### src/tmr_cfg.svh
// constants for the fixed-cycle interval timer
// Contract
// - 16-bit preset in two adjacent bytes
// - read preset when disabled, live count otherwise
// - three-bit source select, five tick rates
// - auto release: 122 us fast, 7.813 ms else
// - first period may be one tick short
// - readback only at selected tick resolution
// - clearing enable keeps low interrupt pin
// - enable rising edge loads preset, starts count
// - event flag set on event, held
// - writing zero clears flag, one ignored
// - irq enable set: event drives pin low
// - irq enable clear: no irq, releases pin
// - freeze bit pauses, resume from frozen value; code ignores it under global stop, so the 4K source keeps counting
// - global stop freezes slow sources
// - route bit: zero pin two, one pin one
// - count starts at ack clock rising edge
// - event at 0001h to 0000h, reload, repeat
// - interrupt releases without host action
`ifndef TMR_CFG_SVH
`define TMR_CFG_SVH
`define TMR_REG_PRESET_LO 8'h1b
`define TMR_REG_PRESET_HI 8'h1c
`define TMR_REG_EXT 8'h1d
`define TMR_REG_FLAGS 8'h1e
`define TMR_REG_CTRL 8'h1f
`define TMR_REG_ROUTE 8'h32
`define TMR_TE_BIT 4
`define TMR_TF_BIT 4
`define TMR_STOP_BIT 6
`define TMR_TIE_BIT 4
`define TMR_TIMER_FREEZE_BIT_BIT 2
`define TMR_ROUTE_BIT 2
`define TMR_CTRL_WMASK 8'h7c
`define TMR_ROUTE_WMASK 8'h07
`define TMR_RESET_BYTE 8'h00
`define TMR_SRC_4K 3'h0
`define TMR_SRC_64 3'h1
`define TMR_SRC_1S 3'h2
`define TMR_SRC_1M 3'h3
`define TMR_SRC_1H 3'h4
`define TMR_CLK_HZ 25000000
`define TMR_CLK_MHZ 25
`define TMR_TICK_HZ 4096
`define TMR_TICK4K_CYC (`TMR_CLK_HZ / `TMR_TICK_HZ)
`define TMR_DIV_64_LAST 6'd63
`define TMR_DIV_60_LAST 6'd59
`define TMR_REL_FAST_NS 122000
`define TMR_REL_SLOW_NS 7813000
`define TMR_REL_FAST_CYC ((`TMR_REL_FAST_NS * `TMR_CLK_MHZ) / 1000)
`define TMR_REL_SLOW_CYC ((`TMR_REL_SLOW_NS * `TMR_CLK_MHZ) / 1000)
`define TMR_REL_W 18
`define TMR_DEV_ADDR 7'h40
`endif

### src/tmr_pkg.sv
// types shared by the interval timer modules
`default_nettype none
package tmr_pkg;
    typedef enum logic [8:0] {
        S_IDLE = 9'h001,
        S_DEV = 9'h002,
        S_DACK = 9'h004,
        S_REG = 9'h008,
        S_RACK = 9'h010,
        S_WR = 9'h020,
        S_WACK = 9'h040,
        S_RD = 9'h080,
        S_RDACK = 9'h100
    } i2c_st_e;
    typedef logic [2:0] src_sel_t;
endpackage
`default_nettype wire

### src/tick_if.sv
// tick enable pulses from the divider to the timer core
`timescale 1ns/1ps
`default_nettype none
interface tick_if;
    logic t4k;
    logic t64;
    logic t1s;
    logic t1m;
    logic t1h;
    modport src (output t4k, t64, t1s, t1m, t1h);
    modport dst (input t4k, t64, t1s, t1m, t1h);
endinterface
`default_nettype wire

### src/fixed_cycle_interval_timer.sv
// interval timer core with its i2c register port and irq pins
`include "tmr_cfg.svh"
`timescale 1ns/1ps
`default_nettype none
module fixed_cycle_interval_timer #(
    parameter logic [15:0] TICK_PRE_CYC = 16'(`TMR_TICK4K_CYC),
    parameter logic [17:0] REL_SLOW_CYC = 18'(`TMR_REL_SLOW_CYC),
    parameter logic [6:0] DEV_ADDR = `TMR_DEV_ADDR
) (
    // clock and reset
    input wire logic clk,
    input wire logic srst,
    // i2c pins
    input wire logic scl,
    input wire logic sda_in,
    output logic sda_out,
    output logic sda_oe,
    // other interrupt sources sharing the pins
    input wire logic other_irq_one,
    input wire logic other_irq_two,
    // open-drain interrupt pins
    output logic interrupt_pin_one_out,
    output logic interrupt_pin_one_oe,
    output logic interrupt_pin_two_out,
    output logic interrupt_pin_two_oe
);
    import tmr_pkg::*;

    ////////////////////////////////////////////////////////////////////
    // declarations
    logic [1:0] pin_q;
    logic scl_s;
    logic sda_s;
    logic scl_d_ff;
    logic sda_d_ff;
    logic scl_rise;
    logic scl_fall;
    logic start_cond;
    logic stop_cond;
    i2c_st_e st_ff;
    logic [3:0] bit_ff;
    logic [7:0] sh_ff;
    logic rw_ff;
    logic nack_ff;
    logic sda_oe_ff;
    logic [7:0] ptr_ff;
    logic wr_stb;
    logic [7:0] rd_data;
    logic [15:0] preset_ff;
    logic [7:0] ext_ff;
    logic [7:0] ctrl_ff;
    logic [7:0] route_ff;
    logic tf_ff;
    logic [15:0] cnt_ff;
    logic timer_enable_bit;
    src_sel_t src_sel;
    logic timer_irq_enable;
    logic timer_freeze_bit;
    logic stop_bit;
    logic timer_irq_route;
    logic te_start;
    logic tf_clr;
    logic tie_clr;
    logic frozen;
    logic tick_sel;
    logic tick_go;
    logic tmr_evt;
    logic irq_low_ff;
    logic [17:0] rel_ff;
    logic pin1_ff;
    logic pin2_ff;
    logic [17:0] irq_age_ff;
    tick_if ticks ();

    ////////////////////////////////////////////////////////////////////
    // pin synchronisers and tick source
    pin_sync u_sync (
        .clk(clk),
        .srst(srst),
        .pin_raw({scl, sda_in}),
        .pin_q(pin_q)
    );

    tick_divider #(
        .PRE_CYC(TICK_PRE_CYC)
    ) u_div (
        .clk(clk),
        .srst(srst),
        .ticks(ticks)
    );

    assign scl_s = pin_q[1];
    assign sda_s = pin_q[0];

    // previous values for edge and condition detection
    always_ff @(posedge clk) begin
        if (srst) begin
            scl_d_ff <= 1'b1;
            sda_d_ff <= 1'b1;
        end else begin
            scl_d_ff <= scl_s;
            sda_d_ff <= sda_s;
        end
    end

    assign scl_rise = scl_s && !scl_d_ff;
    assign scl_fall = !scl_s && scl_d_ff;
    assign start_cond = scl_s && scl_d_ff && sda_d_ff && !sda_s;
    assign stop_cond = scl_s && scl_d_ff && !sda_d_ff && sda_s;

    ////////////////////////////////////////////////////////////////////
    // i2c slave state machine
    always_ff @(posedge clk) begin
        if (srst || stop_cond) begin
            st_ff <= S_IDLE;
            sda_oe_ff <= 1'b0;
            bit_ff <= 4'h0;
        end else if (start_cond) begin
            st_ff <= S_DEV;
            sda_oe_ff <= 1'b0;
            bit_ff <= 4'h0;
        end else begin
            case (st_ff)
                S_DEV, S_REG, S_WR: begin
                    if (scl_rise) begin
                        sh_ff <= {sh_ff[6:0], sda_s};
                        bit_ff <= bit_ff + 4'h1;
                    end else if (scl_fall && bit_ff == 4'h8) begin
                        bit_ff <= 4'h0;
                        if (st_ff == S_DEV && sh_ff[7:1] != DEV_ADDR) begin
                            st_ff <= S_IDLE;
                        end else begin
                            sda_oe_ff <= 1'b1;
                            if (st_ff == S_DEV) begin
                                rw_ff <= sh_ff[0];
                                st_ff <= S_DACK;
                            end else if (st_ff == S_REG) begin
                                st_ff <= S_RACK;
                            end else begin
                                st_ff <= S_WACK;
                            end
                        end
                    end
                end
                S_DACK: begin
                    if (scl_fall && rw_ff) begin
                        st_ff <= S_RD;
                        sh_ff <= rd_data;
                        sda_oe_ff <= !rd_data[7];
                    end else if (scl_fall) begin
                        st_ff <= S_REG;
                        sda_oe_ff <= 1'b0;
                    end
                end
                S_RACK, S_WACK: begin
                    if (scl_fall) begin
                        st_ff <= S_WR;
                        sda_oe_ff <= 1'b0;
                    end
                end
                S_RD: begin
                    if (scl_fall && bit_ff == 4'h7) begin
                        st_ff <= S_RDACK;
                        sda_oe_ff <= 1'b0;
                        bit_ff <= 4'h0;
                    end else if (scl_fall) begin
                        sh_ff <= {sh_ff[6:0], 1'b0};
                        sda_oe_ff <= !sh_ff[6];
                        bit_ff <= bit_ff + 4'h1;
                    end
                end
                S_RDACK: begin
                    if (scl_rise) begin
                        nack_ff <= sda_s;
                    end else if (scl_fall && nack_ff) begin
                        st_ff <= S_IDLE;
                    end else if (scl_fall) begin
                        st_ff <= S_RD;
                        sh_ff <= rd_data;
                        sda_oe_ff <= !rd_data[7];
                    end
                end
                default: begin
                    st_ff <= S_IDLE;
                end
            endcase
        end
    end

    assign sda_oe = sda_oe_ff;
    assign sda_out = 1'b0;

    // register pointer with auto increment
    always_ff @(posedge clk) begin
        if (srst) begin
            ptr_ff <= 8'h00;
        end else if (st_ff == S_REG && scl_fall && bit_ff == 4'h8) begin
            ptr_ff <= sh_ff;
        end else if ((st_ff == S_WACK && scl_fall) ||
                     (st_ff == S_RD && scl_fall && bit_ff == 4'h7)) begin
            ptr_ff <= ptr_ff + 8'h01;
        end
    end

    // write takes effect at the ack clock rising edge
    assign wr_stb = (st_ff == S_WACK) && scl_rise;

    ////////////////////////////////////////////////////////////////////
    // register file
    always_ff @(posedge clk) begin
        if (srst) begin
            preset_ff <= {`TMR_RESET_BYTE, `TMR_RESET_BYTE};
            ext_ff <= `TMR_RESET_BYTE;
            ctrl_ff <= `TMR_RESET_BYTE;
            route_ff <= `TMR_RESET_BYTE;
        end else if (wr_stb) begin
            if (ptr_ff == `TMR_REG_PRESET_LO) begin
                preset_ff[7:0] <= sh_ff;
            end else if (ptr_ff == `TMR_REG_PRESET_HI) begin
                preset_ff[15:8] <= sh_ff;
            end else if (ptr_ff == `TMR_REG_EXT) begin
                ext_ff <= sh_ff;
            end else if (ptr_ff == `TMR_REG_CTRL) begin
                ctrl_ff <= sh_ff & `TMR_CTRL_WMASK;
            end else if (ptr_ff == `TMR_REG_ROUTE) begin
                route_ff <= sh_ff & `TMR_ROUTE_WMASK;
            end
        end
    end

    assign timer_enable_bit = ext_ff[`TMR_TE_BIT];
    assign src_sel = ext_ff[2:0];
    assign timer_irq_enable = ctrl_ff[`TMR_TIE_BIT];
    assign timer_freeze_bit = ctrl_ff[`TMR_TIMER_FREEZE_BIT_BIT];
    assign stop_bit = ctrl_ff[`TMR_STOP_BIT];
    assign timer_irq_route = route_ff[`TMR_ROUTE_BIT];

    // write side effects decoded from the strobe
    assign te_start = wr_stb && ptr_ff == `TMR_REG_EXT &&
                      sh_ff[`TMR_TE_BIT] && !timer_enable_bit;
    assign tf_clr = wr_stb && ptr_ff == `TMR_REG_FLAGS &&
                    !sh_ff[`TMR_TF_BIT];
    assign tie_clr = wr_stb && ptr_ff == `TMR_REG_CTRL &&
                     !sh_ff[`TMR_TIE_BIT];

    // read mux, counter bytes follow the enable
    always_comb begin
        rd_data = 8'h00;
        if (ptr_ff == `TMR_REG_PRESET_LO) begin
            rd_data = timer_enable_bit ? cnt_ff[7:0] : preset_ff[7:0];
        end else if (ptr_ff == `TMR_REG_PRESET_HI) begin
            rd_data = timer_enable_bit ? cnt_ff[15:8] : preset_ff[15:8];
        end else if (ptr_ff == `TMR_REG_EXT) begin
            rd_data = ext_ff;
        end else if (ptr_ff == `TMR_REG_FLAGS) begin
            rd_data[`TMR_TF_BIT] = tf_ff;
        end else if (ptr_ff == `TMR_REG_CTRL) begin
            rd_data = ctrl_ff;
        end else if (ptr_ff == `TMR_REG_ROUTE) begin
            rd_data = route_ff;
        end
    end

    ////////////////////////////////////////////////////////////////////
    // source tick selection and freeze
    always_comb begin
        tick_sel = 1'b0;
        case (src_sel)
            `TMR_SRC_4K: tick_sel = ticks.t4k;
            `TMR_SRC_64: tick_sel = ticks.t64;
            `TMR_SRC_1S: tick_sel = ticks.t1s;
            `TMR_SRC_1M: tick_sel = ticks.t1m;
            `TMR_SRC_1H: tick_sel = ticks.t1h;
            default: tick_sel = 1'b0;
        endcase
    end

    // global stop freezes all but the fastest source
    assign frozen = stop_bit ? (src_sel != `TMR_SRC_4K) : timer_freeze_bit;
    assign tick_go = timer_enable_bit && !frozen && tick_sel;
    assign tmr_evt = tick_go && cnt_ff == 16'h0001;

    // down counter with automatic reload
    always_ff @(posedge clk) begin
        if (srst) begin
            cnt_ff <= 16'h0000;
        end else if (te_start) begin
            cnt_ff <= preset_ff;
        end else if (tick_go) begin
            cnt_ff <= (cnt_ff <= 16'h0001) ? preset_ff
                                           : cnt_ff - 16'h0001;
        end
    end

    // event flag, a new event beats a clear in the same cycle
    always_ff @(posedge clk) begin
        if (srst) begin
            tf_ff <= 1'b0;
        end else if (tmr_evt) begin
            tf_ff <= 1'b1;
        end else if (tf_clr) begin
            tf_ff <= 1'b0;
        end
    end

    ////////////////////////////////////////////////////////////////////
    // interrupt low period, auto release, kept through te clear
    always_ff @(posedge clk) begin
        if (srst) begin
            irq_low_ff <= 1'b0;
            rel_ff <= 18'h00000;
        end else if (tie_clr) begin
            irq_low_ff <= 1'b0;
        end else if (tmr_evt && timer_irq_enable) begin
            irq_low_ff <= 1'b1;
            rel_ff <= (src_sel == `TMR_SRC_4K) ?
                      18'(`TMR_REL_FAST_CYC) : REL_SLOW_CYC;
        end else if (irq_low_ff) begin
            if (rel_ff <= 18'h00001) begin
                irq_low_ff <= 1'b0;
            end else begin
                rel_ff <= rel_ff - 18'h00001;
            end
        end
    end

    // routing onto the shared open-drain pins
    always_ff @(posedge clk) begin
        if (srst) begin
            pin1_ff <= 1'b0;
            pin2_ff <= 1'b0;
        end else begin
            pin1_ff <= (irq_low_ff && timer_irq_route) || other_irq_one;
            pin2_ff <= (irq_low_ff && !timer_irq_route) || other_irq_two;
        end
    end

    assign interrupt_pin_one_oe = pin1_ff;
    assign interrupt_pin_two_oe = pin2_ff;
    assign interrupt_pin_one_out = 1'b0;
    assign interrupt_pin_two_out = 1'b0;

    ////////////////////////////////////////////////////////////////////
    // checks
    always_ff @(posedge clk) begin
        if (srst || !irq_low_ff || (tmr_evt && timer_irq_enable)) begin
            irq_age_ff <= 18'h00000;
        end else begin
            irq_age_ff <= irq_age_ff + 18'h00001;
        end
    end
endmodule
`default_nettype wire

### src/pin_sync.sv
// two-flop synchroniser for the bus pins
`timescale 1ns/1ps
`default_nettype none
module pin_sync (
    // clock and reset
    input wire logic clk,
    input wire logic srst,
    // raw pins and synchronised copies
    input wire logic [1:0] pin_raw,
    output logic [1:0] pin_q
);
    logic [1:0] meta_ff;

    // first stage feeds only the second
    always_ff @(posedge clk) begin
        if (srst) begin
            meta_ff <= 2'h3;
            pin_q <= 2'h3;
        end else begin
            meta_ff <= pin_raw;
            pin_q <= meta_ff;
        end
    end
endmodule
`default_nettype wire

### src/tick_divider.sv
// divider chain making the five source tick pulses
`include "tmr_cfg.svh"
`timescale 1ns/1ps
`default_nettype none
module tick_divider #(
    parameter logic [15:0] PRE_CYC = 16'(`TMR_TICK4K_CYC)
) (
    // clock and reset
    input wire logic clk,
    input wire logic srst,
    // tick pulses
    tick_if.src ticks
);
    import tmr_pkg::*;
    logic [15:0] pre_ff;
    logic [5:0] d64_ff;
    logic [5:0] d1s_ff;
    logic [5:0] d1m_ff;
    logic [5:0] d1h_ff;

    // wrap a stage counter after its last count
    function automatic logic [5:0] step(input logic [5:0] c,
                                        input logic [5:0] lim);
        step = (c == lim) ? 6'h00 : c + 6'h01;
    endfunction

    // free-running chain, never reset by a start
    always_ff @(posedge clk) begin
        if (srst) begin
            pre_ff <= 16'h0000;
            d64_ff <= 6'h00;
            d1s_ff <= 6'h00;
            d1m_ff <= 6'h00;
            d1h_ff <= 6'h00;
            ticks.t4k <= 1'b0;
            ticks.t64 <= 1'b0;
            ticks.t1s <= 1'b0;
            ticks.t1m <= 1'b0;
            ticks.t1h <= 1'b0;
        end else begin
            pre_ff <= (pre_ff == PRE_CYC - 16'h0001) ? 16'h0000
                                                     : pre_ff + 16'h0001;
            ticks.t4k <= (pre_ff == PRE_CYC - 16'h0001);
            ticks.t64 <= ticks.t4k && d64_ff == `TMR_DIV_64_LAST;
            ticks.t1s <= ticks.t64 && d1s_ff == `TMR_DIV_64_LAST;
            ticks.t1m <= ticks.t1s && d1m_ff == `TMR_DIV_60_LAST;
            ticks.t1h <= ticks.t1m && d1h_ff == `TMR_DIV_60_LAST;
            if (ticks.t4k) d64_ff <= step(d64_ff, `TMR_DIV_64_LAST);
            if (ticks.t64) d1s_ff <= step(d1s_ff, `TMR_DIV_64_LAST);
            if (ticks.t1s) d1m_ff <= step(d1m_ff, `TMR_DIV_60_LAST);
            if (ticks.t1m) d1h_ff <= step(d1h_ff, `TMR_DIV_60_LAST);
        end
    end
endmodule
`default_nettype wire

### config.mk
export PLATFORM = sky130hd
export DESIGN_NAME = fixed_cycle_interval_timer
export DESIGN_NICKNAME = d
export VERILOG_FILES = /design/src/tmr_pkg.sv /design/src/tick_if.sv /design/src/fixed_cycle_interval_timer.sv /design/src/pin_sync.sv /design/src/tick_divider.sv
export VERILOG_INCLUDE_DIRS = /design/src
export SDC_FILE = /design/constraint.sdc
export NUM_CORES = 1
export LEC_CHECK = 0
export BUFFER_PORTS_ARGS = -buffer_cell sky130_fd_sc_hd__clkbuf_2
export CAP_MARGIN = 10
export CELL_PAD_IN_SITES_DETAIL_PLACEMENT = 1
export CELL_PAD_IN_SITES_GLOBAL_PLACEMENT = 1
export CORE_MARGIN = 2
export CORE_UTILIZATION = 38
export DETAILED_ROUTE_END_ITERATION = 8
export PLACE_DENSITY_LB_ADDON = 0.1
export SLEW_MARGIN = 10
export SYNTH_ARGS = -nofsm -noshare
export SYNTH_HDL_FRONTEND = slang
export SYNTH_HIERARCHICAL = 1
export SYNTH_SLANG_ARGS = --single-unit
### constraint.sdc
create_clock -name clk -period 6.6 [get_ports clk]
set_clock_uncertainty 0.1 [all_clocks]
set_input_delay 0.66 -clock clk [delete_from_list [all_inputs] [get_ports clk]]
set_output_delay 0.66 -clock clk [all_outputs]
set_load 0.01 [all_outputs]
-- Word level (Yosys, flattened, before mapping)
Cells that the tools add are included.
- bits in registers: 153
- input port bits: 6
- output and inout bits: 6
- logic and storage cells: 248
- add/sub/neg operators: 9
- $lt $le $gt $ge: 2
- eq/ne operators: 51
- muxes and demuxes: 68
- bitwise operators: 9
- reduce and logical (&&, ||, !) cells: 76
- operators by type and width (operator ; count):
    8-bit two-way mux ; 15
    9-bit two-way mux ; 9
    18-bit two-way mux ; 4
    16-bit two-way mux ; 3
    9-bit case mux with 5 select lines ; 1
    8-bit by 5-bit == test with 1-bit output (second input constant) ; 5
    1-bit logical AND ; 35
    8-bit case mux with 4 select lines ; 1
    3-bit inequality test (second input constant) ; 9
    2-bit inequality test (second input constant) ; 13
    6-bit by 1-bit adder with 6-bit output (second input constant) ; 4
    6-bit == test (second input constant) ; 4
    6-bit two-way mux ; 4
    7-bit two-way mux ; 3
    7-bit AND reduction ; 3
    4-bit two-way mux ; 5
    18-bit by 1-bit less-or-equal comparator with 1-bit output (second input constant) ; 1
    18-bit by 1-bit subtractor with 18-bit output (second input constant) ; 1
    1-bit two-way mux ; 17
    16-bit by 1-bit adder with 16-bit output (second input constant) ; 1
    16-bit by 1-bit == test with 1-bit output (second input constant) ; 1
    16-bit by 13-bit == test with 1-bit output (second input constant) ; 1
    16-bit by 1-bit less-or-equal comparator with 1-bit output (second input constant) ; 1
    16-bit by 1-bit subtractor with 16-bit output (second input constant) ; 1
    39 further kinds ; 73

-- Depth between registers and ports, before layout
Gate-level depths: netlist (run 1).
- depth after elaboration: 12
- gate-level depth with buffers: 9
- mapped depth without buffers: 8

-- Hierarchy
The synthesis (run 1) kept the hierarchy.
- modules (own cells, without submodules) (module ; instances ; cells an instance ; area each (µm²) ; seq. area each (µm²)):
    fixed_cycle_interval_timer ; 1 ; 759 ; 6228.5 ; 2182.1
    tick_divider ; 1 ; 200 ; 1873.0 ; 900.9
    pin_sync ; 1 ; 8 ; 105.1 ; 80.1

-- Worst setup path before layout (run 1)
No wires, ideal clock.
- path kind: register to register
- start: reg st_ff[0]
- end: reg sh_ff[0] (enable)
- library setup time: 0.395 ns
- arrival time: 2.708 ns
- data required time: 6.105 ns
- path slack: 3.397 ns
- stages on the path, launching flop included: 9
- buffers on the path: 2
- clock period less this slack: 3.203 ns
- path through: dfxtp_1 -> or3_1 -> buf_2 -> or3b_1 -> buf_2 -> or3_1 -> o21ai_1 -> nor2_1 -> nor4_1
- word-level cells in the longest chain between the ends: 4
- elaborated cells between the ends (all ways): 16
- classes of those cells: eq/ne (13); reduce/logical (3)
- ends and longest elaborated chain (what ; line ; text):
    start: declaration ; fixed_cycle_interval_timer.sv:40 ; i2c_st_e st_ff;
    start signal: assignment ; fixed_cycle_interval_timer.sv:115 ; st_ff <= S_IDLE;
    start signal: assignment ; fixed_cycle_interval_timer.sv:119 ; st_ff <= S_DEV;
    start signal: assignment ; fixed_cycle_interval_timer.sv:131 ; st_ff <= S_IDLE;
    9-bit by 2-bit == test with 1-bit output, or another cell as far along ; fixed_cycle_interval_timer.sv:123 ; case (st_ff)
    3-bit OR reduction ; fixed_cycle_interval_timer.sv:123 ;
    4-bit nonzero test (no line) / 2-bit inequality test (equally long branches) ; - ;
    10-bit AND reduction (no line) (*) ; - ;
    end signal: assignment ; fixed_cycle_interval_timer.sv:126 ; sh_ff <= {sh_ff[6:0], sda_s};
    end signal: assignment ; fixed_cycle_interval_timer.sv:148 ; sh_ff <= rd_data;
    end signal: assignment ; fixed_cycle_interval_timer.sv:167 ; sh_ff <= {sh_ff[6:0], 1'b0};
    end: declaration ; fixed_cycle_interval_timer.sv:42 ; logic [7:0] sh_ff;
Every way passes the cells marked *; elsewhere a longest branch is shown, timed or not.
A chain may end at the register's enable or synchronous reset.

-- Worst setup path after layout (run 1)
- start: reg st_ff[6]
- end: reg cnt_ff[1]
- word-level cells in the longest chain between the ends: 6
- elaborated cells between the ends (all ways): 7
- classes of those cells: eq/ne (1); mux (1); reduce/logical (5)
- ends and longest elaborated chain (what ; line ; text):
    9-bit by 7-bit == test with 1-bit output (*) ; fixed_cycle_interval_timer.sv:206 ; assign wr_stb = (st_ff == S_WACK) && scl_rise;
    1-bit logical AND (*) ; fixed_cycle_interval_timer.sv:206 ;
    1-bit logical AND (no line) (*) ; - ;
    1-bit logical AND (*) (2 in a row) ; fixed_cycle_interval_timer.sv:239 ; assign te_start = wr_stb && ptr_ff == `TMR_REG_EXT &&
    16-bit two-way mux / 2-bit nonzero test (equally long branches) ; - ;
    end signal: assignment ; fixed_cycle_interval_timer.sv:288 ; cnt_ff <= preset_ff;
    end signal: assignment ; fixed_cycle_interval_timer.sv:290 ; cnt_ff <= (cnt_ff <= 16'h0001) ? preset_ff
    end: declaration ; fixed_cycle_interval_timer.sv:54 ; logic [15:0] cnt_ff;
Marks and branches as above.

==> reports/qor.txt, run 1 <==
run status -> completed
remaining global-route overflow -> 0
htree depth -> 4
Inserted Diodes -> 0
synth top area cells -> dfxtp_1, mux2i_1, nor2_1, a21oi_1, edfxtp_1
Final Hold Viols -> 0
Core Box Area -> 0.0211 mm²
CP Buf/Inv Count -> 1
initial antenna violation count -> 0
CP peak stage delay -> 0.94 ns
fmax -> 322 MHz
CTS tree -> yes
largest area contributor in the netlist -> dfxtp_1
CTS hold repair buffers -> 0
row count -> 53
remaining antenna violation count after routing -> 0
Total GRT Usage -> 0.225
layout cells sized above 1 -> 0.0834
Synth Area per Inst -> 8.49 µm²
most frequent cells in the layout -> dfxtp_1, nor2_1, nand2_1
initial core utilization -> 0.389
Hold WC Path Type -> in -> reg
MaxCap Viol Count -> 0
synthesized flop and latch total -> 153
met3 WL -> 735 µm
first-pass GRT wire length -> 39900 µm
synth warn -> 6
# Post-CTS Setup Buffers -> 0
die area -> 0.0228 mm²
Clock Sinks -> 153
Syn-to-layout area delta -> 9.41%
Setup crit end kind -> register
GP Congestion -> 0.812
PD cells -> 221 mW/mm²
fin nets -> 968
Cell Count, Final, Fillers Out -> 1234
Critical Path Fanout Max -> 14
VDD IR max -> 0.146 mV
total CTS buffers -> 17
Root Driver -> clkbuf_16
critical path class -> reg -> reg
Die H -> 151 µm
top-level port count -> 12
critical-path cell with the highest stage delay -> o22ai_1
insertion delay to the later sink of the worst-skew pair -> 0.44 ns
Clock Path Buffers -> 2
placed cells -> 1202
Worst-Margin Slew -> 1.01 ns
Netlist cell types -> 92
post_cts resized -> 0
Final Routed Wirelength -> 24100 µm
post-DP HPWL -> 17300 µm
Post-Route M1 WL -> 12100 µm
Arr. time, crit path -> 3.37 ns
DR vias/cell -> 5.76
final period utilization -> 0.471
number of synthesized flops with an enable pin -> 10
pin count of the biggest net entering global routing -> 54
leading cell type in the layout, fill and taps excluded -> dfxtp_1
drt initial violations -> 430
min cycle time layout -> 3.11 ns
flop-to-flop setup slack -> 3.49 ns
leakage power -> 3.19 nW
share of the synthesized area in the top cell type -> 0.349
clock slew at reported path FFs -> 0.07 ns
crit-path cells -> nor4bb_1, nand3_1, o22ai_1, inv_1, a211o_1, a21oi_1
CP Launch Type -> register
final count of negative-setup-slack endpoints -> 0
synthesized cell area -> 0.00821 mm²
RSZ-0062 raised after global routing -> false
First-pass DRT Iterations -> 4
Die X -> 151 µm
vias in the first global route -> 7272
residual DRC count -> 0
gate count after technology mapping -> 967
Crit path required time -> 6.87 ns
Max Used Layer -> met4
cell family with most CP delay -> compound AO/OA/AOI/OAI gates
Met2 Wirelength -> 11000 µm
Most used DFF post-synth -> dfxtp_1
Final Max Tran Viols -> 0
WL per Instance -> 19.5 µm
ys async rst share -> 0
Vias -> 7111
setup TNS -> 0 ns
Slew HR -> 0.324
port buffer count -> 8
sequential area share after synthesis -> 0.385
## routing by layer
layer  track usage  vias to the layer above
li1              -                     3474
met1         0.314                     3521
met2         0.353                       89
met3        0.0449                       27
met4        0.0598                        0
met5             0                        -
## sequential cells by signal (all words and copies together) (netlist names), 4 cells and up
| register | cells |
|---|---|
| cnt_ff | 16 |
| bit_ff | 4 |
| ctrl_ff | 5 |
| u_div/d1h_ff | 6 |
| u_div/d1m_ff | 6 |
| ext_ff | 8 |
| st_ff | 9 |
| u_div/pre_ff | 16 |
| u_div/d64_ff | 6 |
| preset_ff | 16 |
| u_div/d1s_ff | 6 |
| ptr_ff | 8 |
| rel_ff | 18 |
| sh_ff | 8 |
## cells by family after synthesis
family / count (synthesis) / synth area share
buffers and inverters: 80 / 0.0419
other: 1 / 0.000457
and+or+nand+nor: 400 / 0.252
adders and majority gates: 16 / 0.0244
muxes: 53 / 0.0657
xor gates and xnor gates: 41 / 0.0438
AOI/OAI and AO/OA: 223 / 0.186
DFF: 153 / 0.385
## path summary, 6_finish.rpt
kind | startpoint | end | cells after the start
max | st_ff[6]$_SDFFE_PN0P_ | cnt_ff[1]$_SDFFE_PP0P_ | 6
min | sda_in | u_sync/meta_ff[0]$_SDFF_PP1_ | 2
max reg2reg | st_ff[6]$_SDFFE_PN0P_ | cnt_ff[1]$_SDFFE_PP0P_ | 6
min reg2reg | u_sync/meta_ff[0]$_SDFF_PP1_ | u_sync/pin_q[0]$_SDFF_PP1_ | 1
## metrics by stage
| step | hold slack [ns] | util | cell area, µm² | setup WS, ns | power [mW] |
|---|---|---|---|---|---|
| after floorplan | 0.283 | - | 8210 | 3.40 | 0.987 |
| after global placement | 0.294 | 0.398 | 8390 | 3.61 | 0.999 |
| after detailed placement | 0.303 | 0.398 | 8390 | 3.51 | 1.00 |
| after CTS | 0.294 | 0.426 | 8980 | 3.50 | 2.01 |
| after global routing | 0.289 | 0.426 | 8980 | 3.31 | 2.05 |
| final | 0.304 | 0.426 | 8980 | 3.49 | 1.98 |
## cells in the mapped netlist (16+ instances only)
cell	instances
ha_1	16
o21ai_0	41
nor2_1	130
mux2i_1	49
a21oi_1	68
dfxtp_1	143
xor2_1	26
inv_1	25
nor3_1	36
nand4_1	22
clkbuf_1	40
nand2_1	73
or3_1	17
## area by class of cell
cell class              count  area [µm²]
multi-input cells         736        4710
fillers                  2497       12100
repair buffers             13        77.6
clock buffers              17         425
flip-flops and latches    153        3160
clock inverters            15         168
well taps                 275         344
inverters                  25        93.8
## power breakdown
part / internal [mW] / switching (mW)
Clock: 0.566 / 0.438
Combinational: 0.00974 / 0.0281
Sequential: 0.935 / 0.00409
(Power assumes the default switching activity.)
==> run 2: changes to the inputs <==
ABC_AREA = 1   (was unset)
clock period = 3.15 ns   (was 6.6 ns; I/O delays follow)
==> reports/qor.txt, run 2 <==
Core Box Area -> 0.0228 mm² (+8.3%)
Clock Sinks -> 153 (unchanged)
final period utilization -> 0.781 (+0.310)
Slew HR -> 0.439 (+0.115)
clock slew at reported path FFs -> 0.07 ns (about the same)
row count -> 55 (+3.8%)
CTS tree -> yes
layout cells sized above 1 -> 0.0755 (-0.00791)
Synth Area per Inst -> 6.63 µm² (-22%)
min cycle time layout -> 2.46 ns (-0.647 ns)
Total GRT Usage -> 0.229 (+0.00410)
most common cell in the synthesized netlist -> nand2_1
setup TNS -> 0 ns (unchanged)
synthesized cell area -> 0.00890 mm² (+8.4%)
Die H -> 157 µm (+4.0%)
synth warn -> 6 (unchanged)
total CTS buffers -> 17 (unchanged)
fmax -> 406 MHz (+26%)
most frequent CP cell -> nand2_1
die area -> 0.0247 mm² (+8.2%)
CP peak stage delay -> 0.43 ns (-0.51 ns)
Setup crit end kind -> register
Final Max Tran Viols -> 0 (unchanged)
Die X -> 157 µm (+4.0%)
most frequent cells in the layout -> nand2_1, nor2_1, inv_1
Largest register FFs -> 18 (unchanged)
leakage power -> 4.42 nW (+39%)
top-level port count -> 12 (unchanged)
Syn-to-layout area delta -> 11.0%
residual DRC count -> 0 (unchanged)
Root Driver -> clkbuf_16
cell family with most CP delay -> simple AND/OR/NAND/NOR gates
Vias -> 8519 (+20%)
Netlist cell types -> 47 (-49%)
Final Routed Wirelength -> 26800 µm (+11%)
remaining antenna violation count after routing -> 0 (unchanged)
first-pass GRT wire length -> 44700 µm (+12%)
Most used DFF post-synth -> dfxtp_1
Arr. time, crit path -> 2.68 ns (-0.69 ns)
Inserted Diodes -> 0 (unchanged)
MaxCap Viol Count -> 0 (unchanged)
final hold slack -> 0.185 ns (-0.119 ns)
leading cell type in the layout, fill and taps excluded -> nand2_1
Worst-Margin Slew -> 0.838 ns (-0.171 ns)
Biggest register -> rel_ff
flop-to-flop setup slack -> 0.69 ns (-2.80 ns)
VDD IR max -> 0.279 mV (+91%)
WL per Instance -> 16.0 µm (-18%)
gate count after technology mapping -> 1342 (+39%)
Critical Path Fanout Max -> 12 (-2)
Hold EP -> st_ff[1]$_SDFFE_PP0P_
hold_sp -> srst
Post-synth top cells -> nand2_1, nor2_1, inv_1, dfxtp_1, o21ai_0
number of synthesized flops with an enable pin -> 10 (unchanged)
First-pass DRT Iterations -> 5 (+1)
CP Launch Type -> register
pin count of the biggest net entering global routing -> 60 (+11%)
hold-critical path depth -> 4 (+2)
post_cts resized -> 0 (unchanged)
initial core utilization -> 0.390 (about the same)
run status -> completed
Crit path required time -> 3.37 ns (-3.50 ns)
largest area contributor in the netlist -> dfxtp_1
insertion delay to the later sink of the worst-skew pair -> 0.44 ns (about the same)
synth top area cells -> dfxtp_1, nand2_1, nor2_1, inv_1, o21ai_0
DR vias/cell -> 5.08 (-12%)
crit-path cells -> ha_1, inv_1, nor2_1, inv_1, nor2_1, nand2_1, nand3_1, o21ai_0, nand2_1, nand2_1
Final Hold Viols -> 0 (unchanged)
port buffer count -> 8 (unchanged)
initial antenna violation count -> 0 (unchanged)
critical-path cell with the highest stage delay -> dfxtp_1
critical path class -> reg -> reg
drt initial violations -> 444 (+3.3%)
fillers -> 3024 (+21%)
GP Congestion -> 0.819 (+0.97%)
RSZ-0062 raised after global routing -> false
Hold WC Path Type -> in -> reg
share of the synthesized area in the top cell type -> 0.322 (-0.0272)
path depth of the worst reg2reg path -> 10 (+4)
vias in the first global route -> 8606 (+18%)
sequential area share after synthesis -> 0.355 (-0.0300)
fin nets -> 1374 (+42%)
post-DP HPWL -> 19500 µm (+13%)
r2r startpoint -> ptr_ff[0]$_SDFFE_PP0P_
CP Buf/Inv Count -> 2 (+1)
FF-to-FF End -> rel_ff[7]$_SDFFE_PP0P_
Clock Path Buffers -> 2 (unchanged)
ys async rst share -> 0 (unchanged)
synthesized flop and latch total -> 153 (unchanged)
PD cells -> 440 mW/mm² (+99%)
final count of negative-setup-slack endpoints -> 0 (unchanged)
remaining global-route overflow -> 0 (unchanged)
htree depth -> 4 (unchanged)
run 2: worst min-delay path, stage by stage:
cell	delay (ns)
clkbuf_2	0.11
inv_1	0.07
o31ai_1	0.11
a21oi_1	0.06
run 2: final cells by class:
cell class,count,area (µm²),share of cell area
clock buffer,18,450,0.0456
clock inverter,13,189,0.0191
inverter,172,646,0.0653
multi-input combinational,984,4870,0.493
sequential,153,3160,0.320
tap,313,392,0.0396
timing repair buffer,24,170,0.0172
run 2: worst max path at each step:
stage	start	end	slack (ns)	cells after the start
2_1_floorplan	st_ff[7]$_SDFFE_PN0P_	sh_ff[0]$_DFFE_PP_	1.09	8
3_3_place_gp	ptr_ff[0]$_SDFFE_PP0P_	rel_ff[7]$_SDFFE_PP0P_	0.72	10
3_5_place_dp	ptr_ff[0]$_SDFFE_PP0P_	rel_ff[7]$_SDFFE_PP0P_	0.71	10
4_1_cts	ptr_ff[0]$_SDFFE_PP0P_	rel_ff[7]$_SDFFE_PP0P_	0.66	10
5_1_grt	ptr_ff[0]$_SDFFE_PP0P_	rel_ff[13]$_SDFFE_PP0P_	0.44	10
6_report	ptr_ff[0]$_SDFFE_PP0P_	rel_ff[7]$_SDFFE_PP0P_	0.69	10
run 2: metrics by stage:
stage               cells  setup slack [ns]  area, µm²  power (mW)  utilization
floorplan            1344              1.09       8910        2.07            -
global placement     1642             0.719       9200        2.09        0.403
detailed placement   1642             0.713       9200        2.09        0.403
CTS                  1677             0.660       9880        4.39        0.432
global route         1677             0.442       9880        4.47        0.432
finish               1677             0.689       9880        4.34        0.432
run 2: layer usage:
layer | GRT usage | wire length (µm) | vias up
met5 | 0 | 0 | -
met4 | 0.0463 | 243 | 0
met3 | 0.0325 | 724 | 23
met2 | 0.399 | 12800 | 103
met1 | 0.301 | 13000 | 4062
li1 | - | - | 4331
run 2: timing repair:
action | CTS | global route
endpoints found under the hold margin | 4 | 0
buffers inserted | 0 | 0
hold buffers | 4 | 0
run 2: cell families (layout without fill, tap and decap cells):
| family | count (synthesis) | count (layout) | share of synthesized area |
|---|---|---|---|
| compound gates | 220 | 220 | 0.131 |
| simple gates | 706 | 706 | 0.354 |
| other cells | 1 | 3 | 0.000421 |
| mux | 1 | 1 | 0.00112 |
| flops | 153 | 153 | 0.355 |
| xor+xnor | 38 | 38 | 0.0374 |
| fa+ha+maj | 16 | 16 | 0.0225 |
| buf+inv | 207 | 227 | 0.0981 |
run 2: where the power goes:
group,leakage [nW],total [mW],internal (mW),switching [mW]
Clock,0.317,2.30,1.38,0.916
Sequential,1.24,1.97,1.96,0.00652
Combinational,2.87,0.0814,0.0221,0.0593
